==> src/core/hlef_pkg.sv <==
// Package: register map, field layout and carrier types for the link event flags
package hlef_pkg;

   // Register byte addresses
   localparam logic [11:0] HLEF_STATUS_ADDR = 12'h000;
   localparam logic [11:0] HLEF_ENABLE_ADDR = 12'h004;

   // Status field positions
   localparam int HLEF_ST_TX_BEGIN = 6;
   localparam int HLEF_ST_RX_BEGIN = 5;
   localparam int HLEF_ST_TX_END   = 4;
   localparam int HLEF_ST_RX_END   = 3;
   localparam int HLEF_ST_FCS_FAIL = 2;
   localparam int HLEF_ST_ABORT    = 1;
   localparam int HLEF_ST_IDLE     = 0;
   localparam int HLEF_EN_RESERVED = 7;

   // Reset values and masks
   localparam logic [7:0]  HLEF_STATUS_RESET = 8'h00;
   localparam logic [7:0]  HLEF_ENABLE_RESET = 8'h00;
   localparam logic [7:0]  HLEF_ENABLE_MASK  = 8'h7F;
   localparam logic [7:0]  HLEF_EVENT_MASK   = 8'h7F;
   localparam logic [31:0] HLEF_RDATA_ZERO   = 32'h0000_0000;

   // Event strobes from the link controllers
   typedef struct packed {
      logic tx_begin;
      logic rx_begin;
      logic tx_end;
      logic rx_end;
      logic fcs_fail;
      logic abort_seen;
      logic idle_seen;
   } hlef_event_type;

   // Whole state of the block
   typedef struct packed {
      logic [7:0]  status;
      logic [7:0]  enable;
      logic [31:0] prdata;
      logic        pready;
      logic        pslverr;
      logic        irq;
   } hlef_state_type;

endpackage

==> src/core/hlef_top.sv <==
// Event flags, enables and interrupt request of the first link controller
//
// The APB interface to the registers and the register addresses are this design's own decisions.
`timescale 1ns/10ps
// Functional notes
// - Bit 3 sets when a message ends or the receive buffer fills.
// - Bit 2 sets on frame check mismatch in latest received message.
// - Bit 1 sets when seven consecutive ones arrive on the link channel.
// - Bit 0 sets when the flag octet 7E is seen on the channel.
// - Flags read one if event since last read; read clears; reset zero.
// - Enable bit 6 gates the transmit begin interrupt.
// - Enable bit 5 gates the receive begin interrupt.
// - Enable bit 4 gates the transmit end interrupt.
// - Enable bit 3 gates the receive end interrupt.
// - Enable bits read and write, one enables, reset to zero.
// - Sticky transmit begin flag, cleared on read.
// - Sticky receive begin flag, cleared on read.
// - Sticky transmit end flag, cleared on read.
// - Enable bits 2, 1, 0 gate fcs, abort and idle interrupts.

module hlef_top
   import hlef_pkg::*;
(
   input  wire logic        MCLK_I,
   input  wire logic        RESET_N_I,
   input  wire logic        PSEL_I,
   input  wire logic        PENABLE_I,
   input  wire logic        PWRITE_I,
   input  wire logic [11:0] PADDR_I,
   input  wire logic [31:0] PWDATA_I,
   input  wire logic [3:0]  PSTRB_I,
   output logic      [31:0] PRDATA_O,
   output logic             PREADY_O,
   output logic             PSLVERR_O,
   input  wire logic        TX_BEGIN_I,
   input  wire logic        RX_BEGIN_I,
   input  wire logic        TX_END_I,
   input  wire logic        RX_END_I,
   input  wire logic        FCS_FAIL_I,
   input  wire logic        ABORT_SEEN_I,
   input  wire logic        IDLE_SEEN_I,
   output logic             IRQ_O
);

   hlef_state_type state_reg;
   hlef_state_type state_next;
   hlef_event_type ev;
   // Decode, per-bit next values and per-source request terms
   logic [7:0]     ev_vec;
   logic           take;
   logic           addr_status;
   logic           addr_enable;
   logic           rd_status;
   logic           wr_enable;
   logic [7:0]     status_nxt;
   logic [7:0]     enable_nxt;
   logic [7:0]     enable_set;
   logic [7:0]     enable_clr;
   logic [6:0]     src_irq;

   // Event strobes come from logic on the same clock, so no synchroniser
   assign ev = '{tx_begin:   TX_BEGIN_I,
                 rx_begin:   RX_BEGIN_I,
                 tx_end:     TX_END_I,
                 rx_end:     RX_END_I,
                 fcs_fail:   FCS_FAIL_I,
                 abort_seen: ABORT_SEEN_I,
                 idle_seen:  IDLE_SEEN_I};

   // Map strobes onto status bit positions; the top bit has no event
   assign ev_vec[HLEF_ST_TX_BEGIN] = ev.tx_begin;
   assign ev_vec[HLEF_ST_RX_BEGIN] = ev.rx_begin;
   assign ev_vec[HLEF_ST_TX_END]   = ev.tx_end;
   assign ev_vec[HLEF_ST_RX_END]   = ev.rx_end;
   assign ev_vec[HLEF_ST_FCS_FAIL] = ev.fcs_fail;
   assign ev_vec[HLEF_ST_ABORT]    = ev.abort_seen;
   assign ev_vec[HLEF_ST_IDLE]     = ev.idle_seen;
   assign ev_vec[HLEF_EN_RESERVED] = 1'b0;

   // Access decode; an access is not taken again in the cycle that shows its answer
   assign take        = PSEL_I && PENABLE_I && !state_reg.pready;
   assign addr_status = (PADDR_I == HLEF_STATUS_ADDR);
   assign addr_enable = (PADDR_I == HLEF_ENABLE_ADDR);
   assign rd_status   = take && addr_status && !PWRITE_I;
   assign wr_enable   = take && addr_enable && PWRITE_I && PSTRB_I[0];

   // Enable write split into set and clear terms per bit
   // A lane 0 strobe of zero leaves every enable as it was
   assign enable_set = wr_enable ? (PWDATA_I[7:0] & HLEF_ENABLE_MASK) : HLEF_ENABLE_RESET;
   assign enable_clr = wr_enable ? (~PWDATA_I[7:0] & HLEF_ENABLE_MASK) : HLEF_ENABLE_RESET;

   // Transmit begin flag
   // Software learns early that the sender has picked up its data
   hlef_flag_cell #(
      .SET_WINS (1'b1)
   ) u_st_tx_begin (
      .cur_i (state_reg.status[HLEF_ST_TX_BEGIN]),
      .set_i (ev_vec[HLEF_ST_TX_BEGIN]),
      .clr_i (rd_status),
      .nxt_o (status_nxt[HLEF_ST_TX_BEGIN])
   );

   // Receive begin flag
   // Marks that a frame has started arriving on the channel
   hlef_flag_cell #(
      .SET_WINS (1'b1)
   ) u_st_rx_begin (
      .cur_i (state_reg.status[HLEF_ST_RX_BEGIN]),
      .set_i (ev_vec[HLEF_ST_RX_BEGIN]),
      .clr_i (rd_status),
      .nxt_o (status_nxt[HLEF_ST_RX_BEGIN])
   );

   // Transmit end flag
   // Late service here means the sender may run dry
   hlef_flag_cell #(
      .SET_WINS (1'b1)
   ) u_st_tx_end (
      .cur_i (state_reg.status[HLEF_ST_TX_END]),
      .set_i (ev_vec[HLEF_ST_TX_END]),
      .clr_i (rd_status),
      .nxt_o (status_nxt[HLEF_ST_TX_END])
   );

   // Receive end flag: whole message in, or receive buffer full
   // Both causes share one bit, so software must look at the buffer
   hlef_flag_cell #(
      .SET_WINS (1'b1)
   ) u_st_rx_end (
      .cur_i (state_reg.status[HLEF_ST_RX_END]),
      .set_i (ev_vec[HLEF_ST_RX_END]),
      .clr_i (rd_status),
      .nxt_o (status_nxt[HLEF_ST_RX_END])
   );

   // Frame check failure flag
   // Covers every message since the last read; older failures are merged
   hlef_flag_cell #(
      .SET_WINS (1'b1)
   ) u_st_fcs_fail (
      .cur_i (state_reg.status[HLEF_ST_FCS_FAIL]),
      .set_i (ev_vec[HLEF_ST_FCS_FAIL]),
      .clr_i (rd_status),
      .nxt_o (status_nxt[HLEF_ST_FCS_FAIL])
   );

   // Abort flag
   // The run of ones is counted by the receiver, not here
   hlef_flag_cell #(
      .SET_WINS (1'b1)
   ) u_st_abort (
      .cur_i (state_reg.status[HLEF_ST_ABORT]),
      .set_i (ev_vec[HLEF_ST_ABORT]),
      .clr_i (rd_status),
      .nxt_o (status_nxt[HLEF_ST_ABORT])
   );

   // Flag octet flag
   // The octet match itself lives in the receiver
   hlef_flag_cell #(
      .SET_WINS (1'b1)
   ) u_st_idle (
      .cur_i (state_reg.status[HLEF_ST_IDLE]),
      .set_i (ev_vec[HLEF_ST_IDLE]),
      .clr_i (rd_status),
      .nxt_o (status_nxt[HLEF_ST_IDLE])
   );

   // Transmit begin enable
   // Set and clear never meet here, so priority does not matter
   hlef_flag_cell #(
      .SET_WINS (1'b0)
   ) u_en_tx_begin (
      .cur_i (state_reg.enable[HLEF_ST_TX_BEGIN]),
      .set_i (enable_set[HLEF_ST_TX_BEGIN]),
      .clr_i (enable_clr[HLEF_ST_TX_BEGIN]),
      .nxt_o (enable_nxt[HLEF_ST_TX_BEGIN])
   );

   // Receive begin enable
   // Holds its value between writes
   hlef_flag_cell #(
      .SET_WINS (1'b0)
   ) u_en_rx_begin (
      .cur_i (state_reg.enable[HLEF_ST_RX_BEGIN]),
      .set_i (enable_set[HLEF_ST_RX_BEGIN]),
      .clr_i (enable_clr[HLEF_ST_RX_BEGIN]),
      .nxt_o (enable_nxt[HLEF_ST_RX_BEGIN])
   );

   // Transmit end enable
   // Holds its value between writes
   hlef_flag_cell #(
      .SET_WINS (1'b0)
   ) u_en_tx_end (
      .cur_i (state_reg.enable[HLEF_ST_TX_END]),
      .set_i (enable_set[HLEF_ST_TX_END]),
      .clr_i (enable_clr[HLEF_ST_TX_END]),
      .nxt_o (enable_nxt[HLEF_ST_TX_END])
   );

   // Receive end enable
   // Holds its value between writes
   hlef_flag_cell #(
      .SET_WINS (1'b0)
   ) u_en_rx_end (
      .cur_i (state_reg.enable[HLEF_ST_RX_END]),
      .set_i (enable_set[HLEF_ST_RX_END]),
      .clr_i (enable_clr[HLEF_ST_RX_END]),
      .nxt_o (enable_nxt[HLEF_ST_RX_END])
   );

   // Frame check failure enable
   // Holds its value between writes
   hlef_flag_cell #(
      .SET_WINS (1'b0)
   ) u_en_fcs_fail (
      .cur_i (state_reg.enable[HLEF_ST_FCS_FAIL]),
      .set_i (enable_set[HLEF_ST_FCS_FAIL]),
      .clr_i (enable_clr[HLEF_ST_FCS_FAIL]),
      .nxt_o (enable_nxt[HLEF_ST_FCS_FAIL])
   );

   // Abort enable
   // Holds its value between writes
   hlef_flag_cell #(
      .SET_WINS (1'b0)
   ) u_en_abort (
      .cur_i (state_reg.enable[HLEF_ST_ABORT]),
      .set_i (enable_set[HLEF_ST_ABORT]),
      .clr_i (enable_clr[HLEF_ST_ABORT]),
      .nxt_o (enable_nxt[HLEF_ST_ABORT])
   );

   // Flag octet enable
   // Holds its value between writes
   hlef_flag_cell #(
      .SET_WINS (1'b0)
   ) u_en_idle (
      .cur_i (state_reg.enable[HLEF_ST_IDLE]),
      .set_i (enable_set[HLEF_ST_IDLE]),
      .clr_i (enable_clr[HLEF_ST_IDLE]),
      .nxt_o (enable_nxt[HLEF_ST_IDLE])
   );

   // Top bit of both registers has no storage and reads zero
   assign status_nxt[HLEF_EN_RESERVED] = 1'b0;
   assign enable_nxt[HLEF_EN_RESERVED] = 1'b0;

   // One request term per source, taken from the next flags,
   // so flag and request change on the same edge
   assign src_irq[HLEF_ST_TX_BEGIN] = status_nxt[HLEF_ST_TX_BEGIN] & enable_nxt[HLEF_ST_TX_BEGIN];
   assign src_irq[HLEF_ST_RX_BEGIN] = status_nxt[HLEF_ST_RX_BEGIN] & enable_nxt[HLEF_ST_RX_BEGIN];
   assign src_irq[HLEF_ST_TX_END]   = status_nxt[HLEF_ST_TX_END] & enable_nxt[HLEF_ST_TX_END];
   assign src_irq[HLEF_ST_RX_END]   = status_nxt[HLEF_ST_RX_END] & enable_nxt[HLEF_ST_RX_END];
   assign src_irq[HLEF_ST_FCS_FAIL] = status_nxt[HLEF_ST_FCS_FAIL] & enable_nxt[HLEF_ST_FCS_FAIL];
   assign src_irq[HLEF_ST_ABORT]    = status_nxt[HLEF_ST_ABORT] & enable_nxt[HLEF_ST_ABORT];
   assign src_irq[HLEF_ST_IDLE]     = status_nxt[HLEF_ST_IDLE] & enable_nxt[HLEF_ST_IDLE];

   // Next state: bus answer, flags, enables and request in one copy
   always_comb begin
      state_next = state_reg;

      // Answer every access one cycle after the take edge
      state_next.pready  = take;
      state_next.pslverr = take && !addr_status && !addr_enable; // Unmapped address
      state_next.prdata  = HLEF_RDATA_ZERO;

      // Read data is the value before the read clears it
      if (take && !PWRITE_I && addr_status) begin
         state_next.prdata = {24'h000000, state_reg.status};
      end else if (take && !PWRITE_I && addr_enable) begin
         state_next.prdata = {24'h000000, state_reg.enable};
      end

      // Flags and enables from the per-bit cells
      state_next.status = status_nxt & HLEF_EVENT_MASK;
      state_next.enable = enable_nxt & HLEF_ENABLE_MASK;

      // Request follows the registered flags, not the raw strobes
      state_next.irq = |src_irq;
   end

   // State register
   always_ff @(posedge MCLK_I) begin
      if (!RESET_N_I) begin
         state_reg <= '{status:  HLEF_STATUS_RESET,
                        enable:  HLEF_ENABLE_RESET,
                        prdata:  HLEF_RDATA_ZERO,
                        pready:  1'b0,
                        pslverr: 1'b0,
                        irq:     1'b0};
      end else begin
         state_reg <= state_next;
      end
   end

   assign PRDATA_O  = state_reg.prdata;
   assign PREADY_O  = state_reg.pready;
   assign PSLVERR_O = state_reg.pslverr;
   assign IRQ_O     = state_reg.irq;

endmodule

// One sticky or writable bit: next value from hold, set and clear
// Shared by flags and enables so the priority choice sits in one place
module hlef_flag_cell
   import hlef_pkg::*;
#(
   parameter bit SET_WINS = 1'b1
) (
   input  wire logic cur_i,
   input  wire logic set_i,
   input  wire logic clr_i,
   output logic      nxt_o
);

   // Set beats clear on flags, so an event on the read edge is kept
   always_comb begin
      if (SET_WINS) begin
         nxt_o = set_i | (cur_i & !clr_i);
      end else begin
         nxt_o = !clr_i & (set_i | cur_i);
      end
   end

endmodule

==> config.mk <==
export PLATFORM = sky130hd
export DESIGN_NAME = hlef_top
export DESIGN_NICKNAME = d
export VERILOG_FILES = /design/src/core/hlef_pkg.sv /design/src/core/hlef_top.sv
export SDC_FILE = /design/constraint.sdc
export NUM_CORES = 1
export LEC_CHECK = 0
export BUFFER_PORTS_ARGS = -buffer_cell sky130_fd_sc_hd__clkbuf_2
export CAP_MARGIN = 30
export CORE_MARGIN = 10
export CORE_UTILIZATION = 37
export DETAILED_ROUTE_END_ITERATION = 8
export GPL_TIMING_DRIVEN = 0
export HOLD_SLACK_MARGIN = 0.02
export PLACE_DENSITY = 0.73
export RECOVER_POWER = 25
export SETUP_SLACK_MARGIN = 0.3
export SLEW_MARGIN = 20
export SYNTH_ARGS = -nofsm -noshare
export SYNTH_HDL_FRONTEND = slang
export SYNTH_HIERARCHICAL = 1
export SYNTH_SLANG_ARGS = --single-unit
export TNS_END_PERCENT = 10
==> constraint.sdc <==
create_clock -name MCLK_I -period 2.4 [get_ports MCLK_I]
set_input_delay 0.36 -clock MCLK_I [delete_from_list [all_inputs] [get_ports MCLK_I]]
set_output_delay 0.36 -clock MCLK_I [all_outputs]
set_load 0.01 [all_outputs]
; ---- After elaboration in Yosys (flattened, before gate mapping)
; Index checks and enable logic that the tools add are counted.
[totals]
register_bits = 51
in_bits = 60
out_inout_bits = 35
wordCells = 78
[classes]
n_eq_ne = 1
mux = 4
n_bitwise = 37
reduce_logical = 27
[ops]
columns = cell, count
row1 = 2-to-1 mux 32 bit, 1
row2 = bitwise AND 1 bit, 21
row3 = 2-to-1 mux 7 bit, 2
row4 = OR 1 bit, 14
row5 = "equality test 12 x 3 -> 1 bit, second input constant", 1
row6 = logical AND 1 bit, 12
row7 = logical NOT 1 bit, 12
row8 = logical NOT 12 bit, 1
row9 = 2-to-1 mux 8 bit, 1
row10 = inverter 7 bit, 1
row11 = OR reduction 7 bit, 1
row12 = OR reduction 2 bit, 1
row13 = inverter 1 bit, 1

; ---- Longest topological paths before layout
[depth]
ltp_word = 10
mapped_depth = 8

; ---- Modules after synthesis
; The synthesis kept the hierarchy.
[modules_own_cells]
columns = module, instances, cells_per_inst, area_per_inst_um2, seq_area_each_um2
row1 = hlef_top, 1, 124, 1191.1, 480.5
row2 = hlef_flag_cell (u_st_abort ...), 7, 2, 11.3, 0.0
row3 = hlef_flag_cell (u_en_abort ...), 7, 1, 10.0, 0.0

; ---- Worst setup path after synthesis
; Ideal clock, no wire load.
[synth_path]
path_type = input-to-reg
start = in PADDR_I[9]
end = reg state_reg, in the netlist IRQ_O
arrival_ns = 2.202
required_time_ns = 2.269
setup_slack_ns = 0.067
cell_stages = 8
path_cell_list = nor4_4 nand2b_1 buf_2 nor4_1 inv_1 a21o_1 a222oi_1 a31oi_1
[synth_rtl]
columns = element, line
row1 = from (decl), hlef_top.sv:29  ; input wire logic [11:0] PADDR_I,
row2 = to (signal assigned), hlef_top.sv:287  ; state_reg <= '{status: HLEF_STATUS_RESET,
row3 = to (signal assigned), hlef_top.sv:294  ; state_reg <= state_next;
row4 = to (decl), hlef_top.sv:45  ; hlef_state_type state_reg;

==> out/results.txt <==
worst path required time: 2.60 ns
Die W: 80.2 µm
Starting Density: 0.392
Worst Hold Class: input port to flip-flop
DR iter-0 viols: 73
CTS tree: built
first-pass GRT wire length: 5400 µm
most common cell after layout, fill and taps aside: clkbuf_2
status: completed
Worst Path Arrival: 2.15 ns
Inst Count DP: 255
DR vias/cell: 4.23
Port Buffers: 40
Critical Path Start Type: flip-flop
Reg clk slew, reported paths: 0.13 ns
Synth Register Bits: 24
CP endpoint kind: flip-flop
Post-DP HPWL: 2650 µm
TritonRoute pass-1 iters: 4
CTS Sinks: 24
clock latency on the worst-skew pair: 0.31 ns
Unique masters post-synth: 24
CP max FO: 5
max reg flops: 14
Peak VDD IR: 0.138 mV
Num CTS Buffers: 3
CP Cell Sequence: and3b_1 -> nand2_1 -> nor4_4 -> inv_1 -> a21o_1 -> a222oi_1 -> a31oi_1
post-route cell area: 0.00173 mm²
Finished Layout Cells: 260
setup TNS: 0 ns
Final Critical Period: 1.95 ns
sequential area share after synthesis: 0.359
core footprint: 0.00342 mm²
wirelength, routed: 3230 µm
Total GRT Usage: 0.104
antenna violations before repair: 0
setup violators final: 0
final clock skew: 0.00178 ns
Vias: 1100
Max Buffers Root-to-Sink: 2
average size of a mapped cell: 9.24 µm²
Cell Area, Synth: 0.00134 mm²
clock root buffer: clkbuf_4
Leak: 0.913 nW
vias in the first global route: 1140
placement row count: 21
Die Y: 80.2 µm
area grow syn2layout: 29.1%
final hold slack: 0.334 ns
H-tree levels: 1
nets: 276
GRT overflow: 0
CP bufs+invs: 1
I/O pins: 95
PwrDens: 412 mW/mm²
kind of cell adding the most delay to the critical path: simple AND/OR/NAND/NOR gates
CP max-delay cell: a222oi_1
fmax: 513 MHz
unrepaired setup endpoints after global routing: false
largest net degree at the start of global routing: 13
Tot Pwr: 0.713 mW
Routed WL per cell: 12.4 µm
GP Congestion: 0.757
post-synthesis cell count: 145
yosys warns: 6
max_cap viols: 0
diode count: 0
commonest non-fill, non-tap cells in the layout: clkbuf_2 (37), buf_4 (34), conb_1 (25), dfxtp_1 (24)
Post-DRT Antenna Nets: 0
max incr delay on CP: 0.35 ns
CP Class: flip-flop to flip-flop
die area: 0.00643 mm²
DR DRC count: 0
Placed Area: 0.00170 mm²
layout cells sized above 1: 0.379
period utilization: 0.812
fin. max-slew vios: 0
number of failing hold endpoints at the final stage: 0
[kinds of logic after synthesis]
family / count (synthesis) / synth area share
simple gates: 48 / 0.247
mux: 7 / 0.0523
other cells: 1 / 0.00280
flops: 24 / 0.359
buf+inv: 46 / 0.220
compound gates: 19 / 0.120
[per-layer routing]
layer | routed length [µm] | part of all wire | vias up | track usage
li1 | - | - | 578 | -
met1 | 1370 | 0.43 | 475 | 0.116
met2 | 1510 | 0.47 | 43 | 0.175
met3 | 326 | 0.10 | 4 | 0.0468
met4 | 20 | 0.0062 | 0 | 0.0264
met5 | 0 | 0 | - | 0
[path summary, 6_finish.rpt]
| kind | slack [ns] | cells past startpoint | from | to |
|---|---|---|---|---|
| worst max register to register | 0.45 | 7 | PREADY_O | IRQ_O |
| worst min-delay path | 0.33 | 3 | RX_BEGIN_I | state_reg[48] |
| worst max-delay path | 0.45 | 7 | PREADY_O | IRQ_O |
| worst min register to register | 0.53 | 2 | state_reg[45] | PRDATA_O[2] |
[area by class of cell]
cell class / count / area (µm²)
well taps: 46 / 57.6
multi-input cells: 99 / 663
plain buffers: 36 / 258
fillers: 357 / 1690
repair buffers: 42 / 211
flip-flops and latches: 24 / 480
inverters: 10 / 37.5
clock buffers: 3 / 22.5
[per-stage QoR]
| step | utilization | setup slack, ns |
|---|---|---|
| 2_1_floorplan | - | 0.376 |
| 3_3_place_gp | 0.499 | -0.174 |
| 3_5_place_dp | 0.499 | -0.103 |
| 4_1_cts | 0.510 | 0.443 |
| 5_1_grt | 0.507 | 0.290 |
| 6_report | 0.507 | 0.452 |
[Yosys cell counts]
cell      number  share of area
buf_4         32           0.18
dfxtp_1       24           0.36
and2_1        14          0.065
nor3_1        14          0.052
inv_1         10          0.028
and3_1         8          0.037
a21o_1         7          0.039
mux2i_1        7          0.052
o21ba_1        7          0.052
a22oi_1        2          0.011
a31oi_1        2         0.0093
buf_2          2         0.0075
clkbuf_1       2         0.0056
nand2_1        2         0.0056
nand4_2        2          0.019
nor4_4         2          0.032
a222oi_1       1         0.0075
and3b_1        1         0.0065
and4_1         1         0.0065
conb_1         1         0.0028
nand2b_1       1         0.0047
nor3_2         1         0.0075
nor4_1         1         0.0047
or4_1          1         0.0056
[worst register-to-register path, cell delays in order, from the launching register on]
cell      delay (ns)
dfxtp_1         0.33
and3b_1         0.31
nand2_1         0.12
nor4_4          0.34
inv_1           0.07
a21o_1          0.19
a222oi_1        0.35
a31oi_1         0.14
[report_power, final]
| group | total [mW] | switching, mW | internal [mW] |
|---|---|---|---|
| logic | 0.124 | 0.0607 | 0.0635 |
| registers | 0.413 | 0.00477 | 0.408 |
| clock network | 0.176 | 0.117 | 0.0587 |
[what timing repair did]
item	in CTS	in global routing
setup buffers	2	0
resized for setup	0	1
setup endpoints to repair	1	1
hold buffers	0	0
hold endpoints to repair	0	0
pin swaps	2	0
No activity file was read; power rests on OpenSTA's default activity.
